<file path="src/rtl/irq_flag_pkg.sv">
// Constants, field layouts and types for the interrupt enable/flag block.
// Assumes an AHB-Lite master with 32-bit data and one register per word.
package irq_flag_pkg;

   // Register indices; byte address is four times the index
   localparam logic [7:0] CORE_CTL_IDX_BANK0 = 8'h0b;
   localparam logic [7:0] CORE_CTL_IDX_BANK1 = 8'h8b;
   localparam logic [7:0] PERIPH_EN_IDX      = 8'h8c;
   localparam logic [7:0] UNMAPPED_IDX       = 8'h00;

   // Byte address slicing of haddr
   localparam int IDX_LSB  = 2;
   localparam int IDX_MSB  = 9;
   localparam int ADDR_MSB = 31;

   // Reset values
   localparam logic [7:0] CORE_CTL_RESET  = 8'h00;
   localparam logic [7:0] PERIPH_EN_RESET = 8'h00;

   // Only the upper four enables live in this block
   localparam logic [7:0] PERIPH_EN_MASK = 8'hf0;

   // Bus encodings
   localparam logic [1:0] HTRANS_NONSEQ = 2'h2;
   localparam logic [2:0] HSIZE_WORD    = 3'h2;
   localparam logic       HRESP_OKAY    = 1'h0;

   // Edges before the pin detectors may report anything
   localparam int SYNC_PRIME_STAGES = 3;

   // Core control register, bit 7 down to bit 0
   typedef struct packed {
      logic global_irq_enable;
      logic peripheral_irq_enable;
      logic timer_zero_overflow_enable;
      logic external_pin_irq_enable;
      logic port_change_irq_enable;
      logic timer_zero_overflow_flag;
      logic external_pin_irq_flag;
      logic port_change_irq_flag;
   } core_ctl_s;

   // First peripheral enable register, bit 7 down to bit 0
   typedef struct packed {
      logic       parallel_port_irq_enable;
      logic       converter_done_irq_enable;
      logic       serial_receive_irq_enable;
      logic       serial_transmit_irq_enable;
      logic [3:0] reserved;
   } periph_en_s;

   // Flag conditions supplied by the peripheral modules
   typedef struct packed {
      logic parallel_port_flag;
      logic converter_done_flag;
      logic serial_receive_flag;
      logic serial_transmit_flag;
   } periph_flags_s;

   // Data phase of the register bus
   typedef enum logic [1:0] {
      dp_none,
      dp_write,
      dp_read_wait,
      dp_read_data
   } bus_phase_e;

endpackage

</file>
<file path="src/rtl/pin_event_detect.sv">
// Pin synchroniser with rising-edge and change detection.
// Assumes pins are asynchronous to hclk; outputs are one-cycle pulses.
module pin_event_detect #(
   parameter int WIDTH = 1
) (
   input  wire logic             hclk,
   input  wire logic             hresetn,
   input  wire logic [WIDTH-1:0] pin_async,
   output logic      [WIDTH-1:0] pin_rise,
   output logic      [WIDTH-1:0] pin_change
);

   logic [WIDTH-1:0] sync1_q;
   logic [WIDTH-1:0] sync2_q;
   logic [WIDTH-1:0] prev_q;
   logic [irq_flag_pkg::SYNC_PRIME_STAGES-1:0] prime_q;

   // Two-stage synchroniser; only sync2_q reads sync1_q
   always_ff @(posedge hclk or negedge hresetn)
   begin
      if (!hresetn)
      begin
         sync1_q <= '0;
         sync2_q <= '0;
      end
      else
      begin
         sync1_q <= pin_async;
         sync2_q <= sync1_q;
      end
   end

   // History stage, compared against the synchronised level
   always_ff @(posedge hclk or negedge hresetn)
   begin
      if (!hresetn)
         prev_q <= '0;
      else
         prev_q <= sync2_q;
   end

   // Suppress a false event while the history still holds reset zeros
   always_ff @(posedge hclk or negedge hresetn)
   begin
      if (!hresetn)
         prime_q <= '0;
      else
         prime_q <= {prime_q[irq_flag_pkg::SYNC_PRIME_STAGES-2:0], 1'b1};
   end

   // Event pulses
   assign pin_rise   = sync2_q & ~prev_q
                       & {WIDTH{prime_q[irq_flag_pkg::SYNC_PRIME_STAGES-1]}};
   assign pin_change = (sync2_q ^ prev_q)
                       & {WIDTH{prime_q[irq_flag_pkg::SYNC_PRIME_STAGES-1]}};

endmodule

</file>
<file path="src/rtl/irq_enable_flag.sv">
// Interrupt enable and flag logic with an AHB-Lite register slave.
// Assumes hclk-synchronous timer and peripheral flag inputs; the
// external and port pins arrive asynchronously and are synchronised.
//
// Functional notes
// RL1 - Global enable low blocks every request; high passes unmasked ones.
// RL2 - Peripheral enable low blocks all peripheral sources.
// RL3 - Bit 5 of core control enables the timer overflow request.
// RL4 - Timer overflow sets bit 2; it holds until software writes zero.
// RL5 - External pin event sets bit 1; held until software clears it.
// RL6 - Any change on four upper port pins sets bit 0 until cleared.
// RL7 - No peripheral request without core control bit 6 set.
// RL8 - Peripheral enable bit 6 unmasks converter completion.
// RL9 - Peripheral enable bit 5 unmasks serial receive full.
// RL10 - Peripheral enable bit 4 unmasks serial transmit empty.
// RL11 - Core control answers at two indices, one per bank, same storage.
// RL12 - Flags set regardless of individual or global enables.
// RL13 - Request is global AND (core pairs OR peripheral-enabled pairs).
// RL14 - Bit 4 gates pin flag, bit 3 port flag, enable bit 7 parallel.
//
// The AHB-Lite register port was chosen for this implementation.
module irq_enable_flag (
   input  wire logic                        hclk,
   input  wire logic                        hresetn,
   input  wire logic                        hsel,
   input  wire logic [31:0]                 haddr,
   input  wire logic [1:0]                  htrans,
   input  wire logic                        hwrite,
   input  wire logic [2:0]                  hsize,
   input  wire logic                        hready,
   input  wire logic [31:0]                 hwdata,
   output logic      [31:0]                 hrdata,
   output logic                             hreadyout,
   output logic                             hresp,
   input  wire logic                        timer_zero_overflow,
   input  wire logic                        external_interrupt_pin,
   input  wire logic [3:0]                  upper_port_pins,
   input  wire irq_flag_pkg::periph_flags_s periph_flags,
   output logic                             core_irq_request
);

   irq_flag_pkg::bus_phase_e phase_q;
   irq_flag_pkg::bus_phase_e phase_d;
   irq_flag_pkg::core_ctl_s  ctl_q;
   irq_flag_pkg::core_ctl_s  ctl_d;
   irq_flag_pkg::periph_en_s pie_q;
   logic [7:0]               idx_q;
   logic [31:0]              hrdata_q;
   logic                     irq_q;
   logic                     irq_d;
   logic                     addr_ok;
   logic                     wr_ctl;
   logic                     wr_pie;
   logic [0:0]               ext_rise;
   logic [3:0]               port_change;
   logic                     core_pairs;
   logic                     periph_pairs;

   // Either bank index selects the same core control storage
   function automatic logic is_core_ctl(input logic [7:0] idx);
      is_core_ctl = (idx == irq_flag_pkg::CORE_CTL_IDX_BANK0)
                    || (idx == irq_flag_pkg::CORE_CTL_IDX_BANK1);
   endfunction

   // Read value of one register index; unmapped reads as zero
   function automatic logic [7:0] read_value(
      input logic [7:0]               idx,
      input irq_flag_pkg::core_ctl_s  ctl,
      input irq_flag_pkg::periph_en_s pie
   );
      if (is_core_ctl(idx))
         read_value = ctl;
      else if (idx == irq_flag_pkg::PERIPH_EN_IDX)
         read_value = pie & irq_flag_pkg::PERIPH_EN_MASK;
      else
         read_value = 8'h00;
   endfunction

   // Pin synchronisers; edge select lives elsewhere, rising edge here
   pin_event_detect #(
      .WIDTH (1)
   ) u_ext_pin (
      .hclk       (hclk),
      .hresetn    (hresetn),
      .pin_async  (external_interrupt_pin),
      .pin_rise   (ext_rise),
      .pin_change ()
   );

   pin_event_detect #(
      .WIDTH (4)
   ) u_port_pins (
      .hclk       (hclk),
      .hresetn    (hresetn),
      .pin_async  (upper_port_pins),
      .pin_rise   (),
      .pin_change (port_change)
   );

   // Address phase accepted when the bus is ready
   assign addr_ok = hsel && hready && htrans[1];

   // Bus phase sequencing; reads take one wait state so a write just
   // before sees its result
   always_comb
   begin
      phase_d = irq_flag_pkg::dp_none;
      case (phase_q)
         irq_flag_pkg::dp_read_wait:
            phase_d = irq_flag_pkg::dp_read_data;
         irq_flag_pkg::dp_none,
         irq_flag_pkg::dp_write,
         irq_flag_pkg::dp_read_data:
         begin
            if (addr_ok && hwrite)
               phase_d = irq_flag_pkg::dp_write;
            else if (addr_ok)
               phase_d = irq_flag_pkg::dp_read_wait;
            else
               phase_d = irq_flag_pkg::dp_none;
         end
         default:
            phase_d = irq_flag_pkg::dp_none;
      endcase
   end

   // Bus phase register
   always_ff @(posedge hclk or negedge hresetn)
   begin
      if (!hresetn)
         phase_q <= irq_flag_pkg::dp_none;
      else
         phase_q <= phase_d;
   end

   // Address capture; anything above the decoded window is unmapped
   always_ff @(posedge hclk or negedge hresetn)
   begin
      if (!hresetn)
         idx_q <= irq_flag_pkg::UNMAPPED_IDX;
      else if (addr_ok)
      begin
         if (haddr[irq_flag_pkg::ADDR_MSB:irq_flag_pkg::IDX_MSB+1] != '0)
            idx_q <= irq_flag_pkg::UNMAPPED_IDX;
         else
            idx_q <= haddr[irq_flag_pkg::IDX_MSB:irq_flag_pkg::IDX_LSB];
      end
   end

   // Write strobes in the data phase
   assign wr_ctl = (phase_q == irq_flag_pkg::dp_write)
                   && is_core_ctl(idx_q);                        // [RL11]
   assign wr_pie = (phase_q == irq_flag_pkg::dp_write)
                   && (idx_q == irq_flag_pkg::PERIPH_EN_IDX);

   // Read data latched in the wait state
   always_ff @(posedge hclk or negedge hresetn)
   begin
      if (!hresetn)
         hrdata_q <= 32'h0000_0000;
      else if (phase_q == irq_flag_pkg::dp_read_wait)
         hrdata_q <= {24'h00_0000, read_value(idx_q, ctl_q, pie_q)}; // [RL11]
   end

   // Bus outputs; response is always OKAY
   assign hrdata    = hrdata_q;
   assign hreadyout = (phase_q != irq_flag_pkg::dp_read_wait);
   assign hresp     = irq_flag_pkg::HRESP_OKAY;

   // Next core control value; a hardware set wins over a software clear
   always_comb
   begin
      ctl_d = ctl_q;
      if (wr_ctl)
         ctl_d = irq_flag_pkg::core_ctl_s'(hwdata[7:0]);         // [RL3]
      // Flags ignore every enable bit
      ctl_d.timer_zero_overflow_flag = ctl_d.timer_zero_overflow_flag
                                       | timer_zero_overflow;   // [RL4] [RL12]
      ctl_d.external_pin_irq_flag = ctl_d.external_pin_irq_flag
                                    | ext_rise[0];              // [RL5] [RL12]
      ctl_d.port_change_irq_flag = ctl_d.port_change_irq_flag
                                   | (|port_change);            // [RL6] [RL12]
   end

   // Core control register
   always_ff @(posedge hclk or negedge hresetn)
   begin
      if (!hresetn)
         ctl_q <= irq_flag_pkg::CORE_CTL_RESET;
      else
         ctl_q <= ctl_d;
   end

   // Peripheral enable register; low nibble belongs to other logic
   always_ff @(posedge hclk or negedge hresetn)
   begin
      if (!hresetn)
         pie_q <= irq_flag_pkg::PERIPH_EN_RESET;
      else if (wr_pie)
         pie_q <= hwdata[7:0] & irq_flag_pkg::PERIPH_EN_MASK; // [RL8] [RL9] [RL10]
   end

   // Flag-and-enable pairs
   assign core_pairs =
      (ctl_q.timer_zero_overflow_enable
       && ctl_q.timer_zero_overflow_flag)                        // [RL3]
      || (ctl_q.external_pin_irq_enable
          && ctl_q.external_pin_irq_flag)                        // [RL14]
      || (ctl_q.port_change_irq_enable
          && ctl_q.port_change_irq_flag);                        // [RL14]
   assign periph_pairs =
      (pie_q.parallel_port_irq_enable
       && periph_flags.parallel_port_flag)                       // [RL14]
      || (pie_q.converter_done_irq_enable
          && periph_flags.converter_done_flag)                   // [RL8]
      || (pie_q.serial_receive_irq_enable
          && periph_flags.serial_receive_flag)                   // [RL9]
      || (pie_q.serial_transmit_irq_enable
          && periph_flags.serial_transmit_flag);                 // [RL10]

   // Request toward the core, registered to keep it glitch free
   assign irq_d = ctl_q.global_irq_enable                        // [RL1]
                  && (core_pairs
                      || (ctl_q.peripheral_irq_enable            // [RL2] [RL7]
                          && periph_pairs));                     // [RL13]

   always_ff @(posedge hclk or negedge hresetn)
   begin
      if (!hresetn)
         irq_q <= 1'b0;
      else
         irq_q <= irq_d;
   end

   assign core_irq_request = irq_q;
endmodule

</file>
<file path="config.mk">
export PLATFORM = sky130hd
export DESIGN_NAME = irq_enable_flag
export DESIGN_NICKNAME = d
export VERILOG_FILES = /design/src/rtl/irq_flag_pkg.sv /design/src/rtl/pin_event_detect.sv /design/src/rtl/irq_enable_flag.sv
export SDC_FILE = /design/constraint.sdc
export NUM_CORES = 1
export LEC_CHECK = 0
export BUFFER_PORTS_ARGS = -buffer_cell sky130_fd_sc_hd__buf_4
export CORE_MARGIN = 3
export CORE_UTILIZATION = 44
export CTS_CLUSTER_DIAMETER = 150
export CTS_CLUSTER_SIZE = 20
export DETAILED_ROUTE_END_ITERATION = 10
export PLACE_DENSITY = 0.8
export SLEW_MARGIN = 10
export SYNTH_ARGS = -nofsm -noshare
export SYNTH_HDL_FRONTEND = slang
export SYNTH_SLANG_ARGS = --single-unit
</file>
<file path="constraint.sdc">
create_clock -name hclk -period 2 [get_ports hclk]
set_clock_uncertainty 0.1 [all_clocks]
set_input_delay 0.4 -clock hclk [delete_from_list [all_inputs] [get_ports hclk]]
set_output_delay 0.4 -clock hclk [all_outputs]
set_load 0.02 [all_outputs]
</file>
== Word-level counts from Yosys, hierarchy flattened ==
Index checks and enable logic that the tools add are counted.
Widths: inputs -> output; s select.

* Register bits: 52
* Bits of input ports: 84
* Output and inout bits: 35

* Reduce and logical (&&, ||, !) cells: 25
* Muxes and demuxes: 7
* Eq/ne operators: 7
* Bitwise logic cells: 8

{| class="wikitable"
|+ Operators by type and width
! kind !! number
|-
| $mux 8 || 3
|-
| $reduce_bool 22->1 || 1
|-
| $eq 8x8->1 const B || 2
|-
| $logic_and 1x1->1 || 14
|-
| $eq 8x4->1 const B || 1
|-
| $logic_or 1x1->1 || 7
|-
| $and 4x4->4 || 1
|-
| $eq 2x2->1 const B || 2
|-
| $mux 2 || 2
|-
| $pmux 2 s2 || 1
|-
| $reduce_or 4->1 || 1
|-
| $xor 4x4->4 || 1
|-
| $mux 3 || 1
|-
| $or 1x1->1 || 3
|-
| $reduce_or 3->1 || 1
|-
| $and 1x1->1 || 2
|-
| $eq 2x1->1 const B || 1
|-
| $logic_not 2->1 || 1
|-
| $ne 2x2->1 const B || 1
|-
| $not 1->1 || 1
|}

== Longest topological paths before layout ==
Gate-level depths: netlist (run 1).

* Depth after elaboration: 7
* Mapped depth: 6

== Modules after synthesis ==
A second synthesis (run 1) with hierarchy kept.

* Cell total of the unflattened synthesis: 185
* Area, all modules: 2260.9 µm²

{| class="wikitable"
|+ By module, submodules not included
! module !! cells an instance !! sequential area each (µm²) !! area an instance (µm²) !! instances
|-
| irq_enable_flag || 142 || 775.7 || 1564.0 || 1
|-
| pin_event_detect at u_port_pins || 32 || 375.4 || 506.7 || 1
|-
| pin_event_detect at u_ext_pin || 11 || 150.1 || 190.2 || 1
|}

== Worst setup path before layout (run 1) ==
No wires, ideal clock.

* Kind: register to register
* Start point: register idx_q[6]
* End point: register ctl_q[3] in the netlist's numbering
* Library setup time: 125 ps
* Stages on the path, launching flop included: 5
* Arrival: 1345 ps
* Slack: 430 ps
* Required time: 1775 ps
* Cell sequence: dfrtp_1 > nor4b_4 > and3_1 > buf_6 > mux2_4

* Cells in the longest elaborated chain, start to end: 3

{| class="wikitable"
|+ RTL lines
! item !! RTL line !! source
|-
| start: declaration || irq_enable_flag.sv:47 || <nowiki>logic [7:0] idx_q;</nowiki>
|-
| start signal: assignment || irq_enable_flag.sv:140 || <nowiki>idx_q <= irq_flag_pkg::UNMAPPED_IDX;</nowiki>
|-
| start signal: assignment || irq_enable_flag.sv:144 || <nowiki>idx_q <= irq_flag_pkg::UNMAPPED_IDX;</nowiki>
|-
| start signal: assignment || irq_enable_flag.sv:146 || <nowiki>idx_q <= haddr[irq_flag_pkg::IDX_MSB:irq_flag_pkg::IDX_LSB];</nowiki>
|-
| $eq 8x4->1 or $eq 8x8->1 (tied branches) || irq_enable_flag.sv:61, irq_enable_flag.sv:62 ||
|-
| $logic_or 1x1->1 (*) || irq_enable_flag.sv:62 || <nowiki>|| (idx == irq_flag_pkg::CORE_CTL_IDX_BANK1);</nowiki>
|-
| $logic_and 1x1->1 (*) || irq_enable_flag.sv:152 || <nowiki>&& is_core_ctl(idx_q);</nowiki>
|-
| end signal: assignment || irq_enable_flag.sv:189 || <nowiki>ctl_q <= irq_flag_pkg::CORE_CTL_RESET;</nowiki>
|-
| end signal: assignment || irq_enable_flag.sv:191 || <nowiki>ctl_q <= ctl_d;</nowiki>
|-
| end: declaration || irq_enable_flag.sv:44 || <nowiki>irq_flag_pkg::core_ctl_s ctl_q;</nowiki>
|}

Mark *: on every way between the ends. The rest lies on a longest branch, timed or not.
A chain may end at the register's enable or synchronous reset.

== Worst setup path after layout (run 1) ==
* Start point: register idx_q[6]
* End point: register ctl_q[6] in the netlist's numbering

Same word-level chain as after synthesis.

==> results.py, run 1 <==
metrics = {
    "clock_network": {
        "clock_sinks": 49,
        "postCtsSetupBuffers": 0,
        "clkSlewWorstSetupHoldPaths_ns": 0.08,
        "clkLatencyLatePin_ns": 0.30,
        "cts_resized": 0,
        "numCtsBuffers": 5,
        "cts_root_buffer": "clkbuf_8",
        "cts_buffer_depth": 2,
        "htree_levels": 2,
        "cts_hold_buffers": 0,
        "cts_tree": "built",
    },
    "global_route": {
        "gr-usage-met2": 0.260,
        "grt_usage": 0.156,
        "top_usage_layer": "met2",
        "grt_max_degree": 50,
        "grt_pass1_wl_um": 6570,
        "grt_pass1_vias": 1445,
        "overflow": 0,
        "use_met1": 0.187,
        "use_met3": 0.0475,
        "antenna_found_initial": 0,
    },
    "worst_setup_path": {
        "path_buf_inv": 0,
        "worstPathCellList": "nor4b_4 > and3_1 > mux2_4",
        "r2r-start": "idx_q[6]",
        "worstSetupStartpointType": "register",
        "reg2reg_slack_ns": 0.28,
        "r2r-end": "ctl_q[6]",
        "cp-startpoint": "idx_q[6]",
        "critPathMaxFanout": 6,
        "crit_path_max_incr_delay_ns": 0.47,
        "path_delay_family": "simple AND/OR/NAND/NOR gates",
        "crit_type": "register to register",
        "ff2ff_path_depth": 3,
        "cp.depth": 3,
        "cp-end-kind": "register",
        "critPathArrivalTime_ns": 1.81,
        "crit_path_end": "ctl_q[6]",
        "worst_path_max_delay_cell": "and3_1",
        "critPathRequiredTime_ns": 2.09,
    },
    "floorplan": {
        "initial_core_util": 0.472,
        "die_w_um": 75.5,
        "io_pins": 119,
        "die_h_um": 75.5,
        "placementRows": 24,
        "die_area_um2": 5700,
        "coreArea_um2": 4500,
    },
    "power": {
        "cellPowerDensity_nw_per_um2": 838,
        "fin_total_pwr_mw": 2.27,
        "p_leak_nw": 1.30,
        "peakVddDrop_mv": 0.409,
    },
    "min_path": {
        "hold_path_class": "input port to asynchronous set/reset pin",
    },
    "synth": {
        "ys_warn_count": 0,
        "async_reset_ff_frac": 1.00,
        "synth_cell_types": 33,
        "syn_area_per_cell_um2": 11.8,
        "synth_edf_count": 0,
        "netlist_area_um2": 2130,
        "synth-seq-area-share": 0.576,
        "synth_flop_cell": "dfrtp_1",
        "synth_cells": 181,
        "ys_seq_elements": 49,
    },
    "timing": {
        "timing.slew.headroom": 0.614,
        "max_freq_ghz": 0.581,
        "finalHoldViolations": 22,
        "setup_viol": 0,
        "rsz0062_at_grt": "false",
        "worstMarginPinSlew_ns": 0.579,
        "setup_tns_ns": 0,
        "drv_slew": 0,
        "timing.hold.ws_ns": -0.0113,
        "period_share": 0.860,
        "timing.final.ws_setup_ns": 0.280,
        "period_needed_ns": 1.72,
    },
    "drt": {
        "drtIter0Drc": 77,
        "wire_per_inst_um": 13.8,
        "drc": 0,
        "via_count": 1513,
        "final_antenna_net_count": 0,
        "wl_um": 4210,
        "via_per_inst": 4.96,
        "first_pass_iters": 4,
    },
    "layout": {
        "final_layout_size_suffix_gt1_frac": 0.364,
        "syn_to_final_growth_pct": 27.2,
        "layout_commonest_cell": "buf_4",
        "mostFrequentLayoutCells": "71 x buf_4, 49 x dfrtp_1, 26 x conb_1, 16 x nand2_1, 11 x nand4_1",
        "final_nets": 336,
        "antenna_cells": 0,
        "stdcell_area_um2": 2710,
        "finish.utilization": 0.601,
        "layout.cells.non_filler": 305,
    },
    "outcome": {
        "violations": "negative hold slack",
        "outcome": "finished, violations left",
    },
    "place": {
        "pre_cts_slack_ns": 0.280,
        "gp_congestion": 0.866,
        "placed_area_um2": 2590,
        "dpl.hpwl_um": 3330,
        "portBuffers": 63,
        "dpl.cell_count": 297,
    },
    "job": {
        "drv_cap": 0,
    },
}
-- layer usage --
| layer | vias to the layer above | part of all wire |
|---|---|---|
| li1 | 731 | - |
| met1 | 705 | 0.40 |
| met2 | 67 | 0.50 |
| met3 | 10 | 0.078 |
| met4 | 0 | 0.019 |
| met5 | - | 0 |
-- power by group --
part	switching, mW	internal [mW]
combinational	0.245	0.196
clock	0.311	0.406
sequential	0.0458	1.07
total	0.602	1.67
-- Yosys cell counts (all sizes together), types with 3 or more instances --
library cell,count,area share
nor2,5,0.0088
xor2,4,0.016
nand4,11,0.032
a31oi,4,0.012
nand3,8,0.019
nand2,16,0.028
mux2,9,0.056
o21ai,12,0.028
dfrtp,49,0.58
buf,30,0.11
o31ai,3,0.011
nor4,5,0.021
inv,4,0.0071
-- state kept, by name, summed over array words and instances (netlist names), 2 cells and up --
signal               count
u_port_pins.prev_q       4
u_port_pins.sync1_q      4
pie_q                    4
hrdata                   8
u_ext_pin.prime_q        2
u_port_pins.sync2_q      4
idx_q                    8
ctl_q                    8
phase_q                  2
-- worst reg2reg max path, stage by stage, from the launching register on --
cell and delay (ns):
dfrtp_1 0.42, nor4b_4 0.29, and3_1 0.47, mux2_4 0.34
-- layout make-up --
type	instances	area, um2
Inverter	4	15.0
Tap cell	52	65.1
Fill cell	381	1800
Timing Repair Buffer	71	533
Multi-Input combinational cell	121	747
Sequential cell	49	1230
Clock inverter	2	37.5
Clock buffer	6	82.6
-- how the worst min path moves through the flow --
| stage | startpoint | to | slack [ns] | cells past startpoint |
|---|---|---|---|---|
| after floorplan | hresetn | core_irq_request | 0.004 | 0 |
| after global placement | u_port_pins.sync1_q[2] | u_port_pins.sync2_q[2] | 0.23 | 0 |
| after detailed placement | u_ext_pin.sync1_q | u_ext_pin.sync2_q | 0.23 | 0 |
| after CTS | hresetn | u_port_pins.prev_q[2] | 0.006 | 1 |
| after global routing | hresetn | u_port_pins.prev_q[2] | 0.02 | 1 |
| final | hresetn | u_port_pins.prev_q[2] | -0.01 | 1 |
-- logic make-up (layout without fill, tap and decap cells) --
kind of cell | Yosys count | after routing | share of synthesized area
AOI/OAI and AO/OA | 29 | 29 | 0.0871
xor gates and xnor gates | 4 | 4 | 0.0165
buffers and inverters | 35 | 83 | 0.115
DFF | 49 | 49 | 0.576
muxes | 9 | 9 | 0.0565
other | 2 | 26 | 0.00353
and+or+nand+nor | 53 | 53 | 0.145
Power figures use the tool's default switching activity.
==> inputs of run 2 (changes only) <==
--- a/config.mk
+++ b/config.mk
@@ -6,12 +6,14 @@
 export NUM_CORES = 1
 export LEC_CHECK = 0
 export BUFFER_PORTS_ARGS = -buffer_cell sky130_fd_sc_hd__buf_4
+export CELL_PAD_IN_SITES_DETAIL_PLACEMENT = 0
+export CELL_PAD_IN_SITES_GLOBAL_PLACEMENT = 1
 export CORE_MARGIN = 3
-export CORE_UTILIZATION = 44
+export CORE_UTILIZATION = 32
 export CTS_CLUSTER_DIAMETER = 150
 export CTS_CLUSTER_SIZE = 20
 export DETAILED_ROUTE_END_ITERATION = 10
-export PLACE_DENSITY = 0.8
+export PLACE_DENSITY_LB_ADDON = 0.1
 export SLEW_MARGIN = 10
 export SYNTH_ARGS = -nofsm -noshare
 export SYNTH_HDL_FRONTEND = slang
==> results.py, run 2 (same netlist as run 1, synthesis figures left out) <==
metrics = {
    "worst_setup_path": {
        "crit_type": "register to register",
        "reg2reg_slack_ns": 0.27,
        "critPathMaxFanout": 4,
        "critPathRequiredTime_ns": 2.10,
        "path_delay_family": "simple AND/OR/NAND/NOR gates",
        "cp-end-kind": "register",
        "worst_path_max_delay_cell": "dfrtp_1",
        "worstPathCellList": "nor4b_4 > and3_1 > buf_4 > mux2_4",
        "r2r-start": "idx_q[6]",
        "crit_path_max_incr_delay_ns": 0.42,
        "path_buf_inv": 1,
        "ff2ff_path_depth": 4,
        "r2r-end": "ctl_q[3]",
        "critPathArrivalTime_ns": 1.82,
        "worstSetupStartpointType": "register",
    },
    "clock_network": {
        "cts_hold_buffers": 0,
        "cts_root_buffer": "clkbuf_8",
        "numCtsBuffers": 5,
        "clkSlewWorstSetupHoldPaths_ns": 0.09,
        "postCtsSetupBuffers": 0,
        "cts_buffer_depth": 2,
        "clkLatencyLatePin_ns": 0.30,
        "cts_tree": "built",
        "htree_levels": 2,
        "clock_sinks": 49,
        "cts_resized": 0,
    },
    "timing": {
        "max_freq_ghz": 0.579,
        "worstMarginPinSlew_ns": 0.601,
        "setup_viol": 0,
        "timing.slew.headroom": 0.599,
        "setup_tns_ns": 0,
        "drv_slew": 0,
        "timing.final.ws_setup_ns": 0.274,
        "timing.hold.ws_ns": -0.00975,
        "rsz0062_at_grt": "false",
        "period_share": 0.863,
        "finalHoldViolations": 11,
        "period_needed_ns": 1.73,
    },
    "global_route": {
        "grt_max_degree": 50,
        "grt_pass1_vias": 1538,
        "grt_usage": 0.116,
        "overflow": 0,
        "grt_pass1_wl_um": 6980,
        "antenna_found_initial": 0,
    },
    "power": {
        "cellPowerDensity_nw_per_um2": 863,
        "p_leak_nw": 1.31,
        "peakVddDrop_mv": 0.667,
    },
    "place": {
        "placed_area_um2": 2630,
        "pre_cts_slack_ns": 0.255,
        "dpl.hpwl_um": 3320,
        "gp_congestion": 0.673,
        "portBuffers": 63,
    },
    "floorplan": {
        "io_pins": 119,
        "die_h_um": 87.5,
        "initial_core_util": 0.333,
        "die_w_um": 87.5,
        "coreArea_um2": 6390,
        "die_area_um2": 7660,
        "placementRows": 29,
    },
    "layout": {
        "layout_commonest_cell": "buf_4",
        "stdcell_area_um2": 2760,
        "final_layout_size_suffix_gt1_frac": 0.366,
        "antenna_cells": 0,
        "syn_to_final_growth_pct": 29.9,
        "regArea_um2": 1230,
        "finish.utilization": 0.433,
        "multi_input_comb_area_um2": 747,
        "mostFrequentLayoutCells": "72 x buf_4, 49 x dfrtp_1, 26 x conb_1, 16 x nand2_1, 11 x nand4_1",
        "fill_cells": 629,
        "final_nets": 337,
    },
    "drt": {
        "wire_per_inst_um": 13.1,
        "drc": 0,
        "final_antenna_net_count": 0,
        "first_pass_iters": 4,
        "via_per_inst": 4.48,
        "via_count": 1482,
        "drtIter0Drc": 62,
        "wl_um": 4320,
    },
    "min_path": {
        "hold_path_class": "input port to asynchronous set/reset pin",
    },
    "job": {
        "drv_cap": 0,
    },
    "outcome": {
        "outcome": "finished, violations left",
        "violations": "negative hold slack",
    },
}
## run 2: stage by stage
| step | cells | power (mW) |
|---|---|---|
| after CTS | 331 | 2.41 |
| after detailed placement | 323 | 1.57 |
| after global placement | 323 | 1.57 |
| after floorplan | 205 | 1.37 |
| after global routing | 331 | 2.51 |
| final | 331 | 2.38 |
## run 2: layer usage
layer | up-vias | track usage | routed length [um]
met5 | - | 0 | 0
met4 | 0 | 0.0335 | 63
met3 | 6 | 0.0386 | 394
met2 | 65 | 0.183 | 1990
met1 | 675 | 0.152 | 1870
li1 | 736 | - | -
## run 2: worst max path at each step
| stage | cells after the start | end | start | slack [ns] |
|---|---|---|---|---|
| 2_1_floorplan | 4 | ctl_q[3] | idx_q[6] | 0.43 |
| 3_3_place_gp | 4 | ctl_q[3] | idx_q[6] | 0.29 |
| 3_5_place_dp | 4 | ctl_q[3] | idx_q[6] | 0.26 |
| 4_1_cts | 4 | ctl_q[3] | idx_q[6] | 0.25 |
| 5_1_grt | 4 | hreadyout | phase_q[1] | 0.19 |
| 6_report | 4 | ctl_q[3] | idx_q[6] | 0.27 |
## run 2: where the power goes
part | internal (mW) | switching [mW] | total [mW]
combinational | 0.196 | 0.247 | 0.443
clock | 0.503 | 0.336 | 0.839
sequential | 1.06 | 0.0363 | 1.10
total | 1.76 | 0.619 | 2.38
## run 2: final cells by class
class | count | share of cell area
well taps | 77 | 0.0349
clock inverters | 3 | 0.0249
multi-input cells | 121 | 0.270
clock buffers | 5 | 0.0249
flip-flops and latches | 49 | 0.444
inverters | 4 | 0.00543
repair buffers | 72 | 0.196
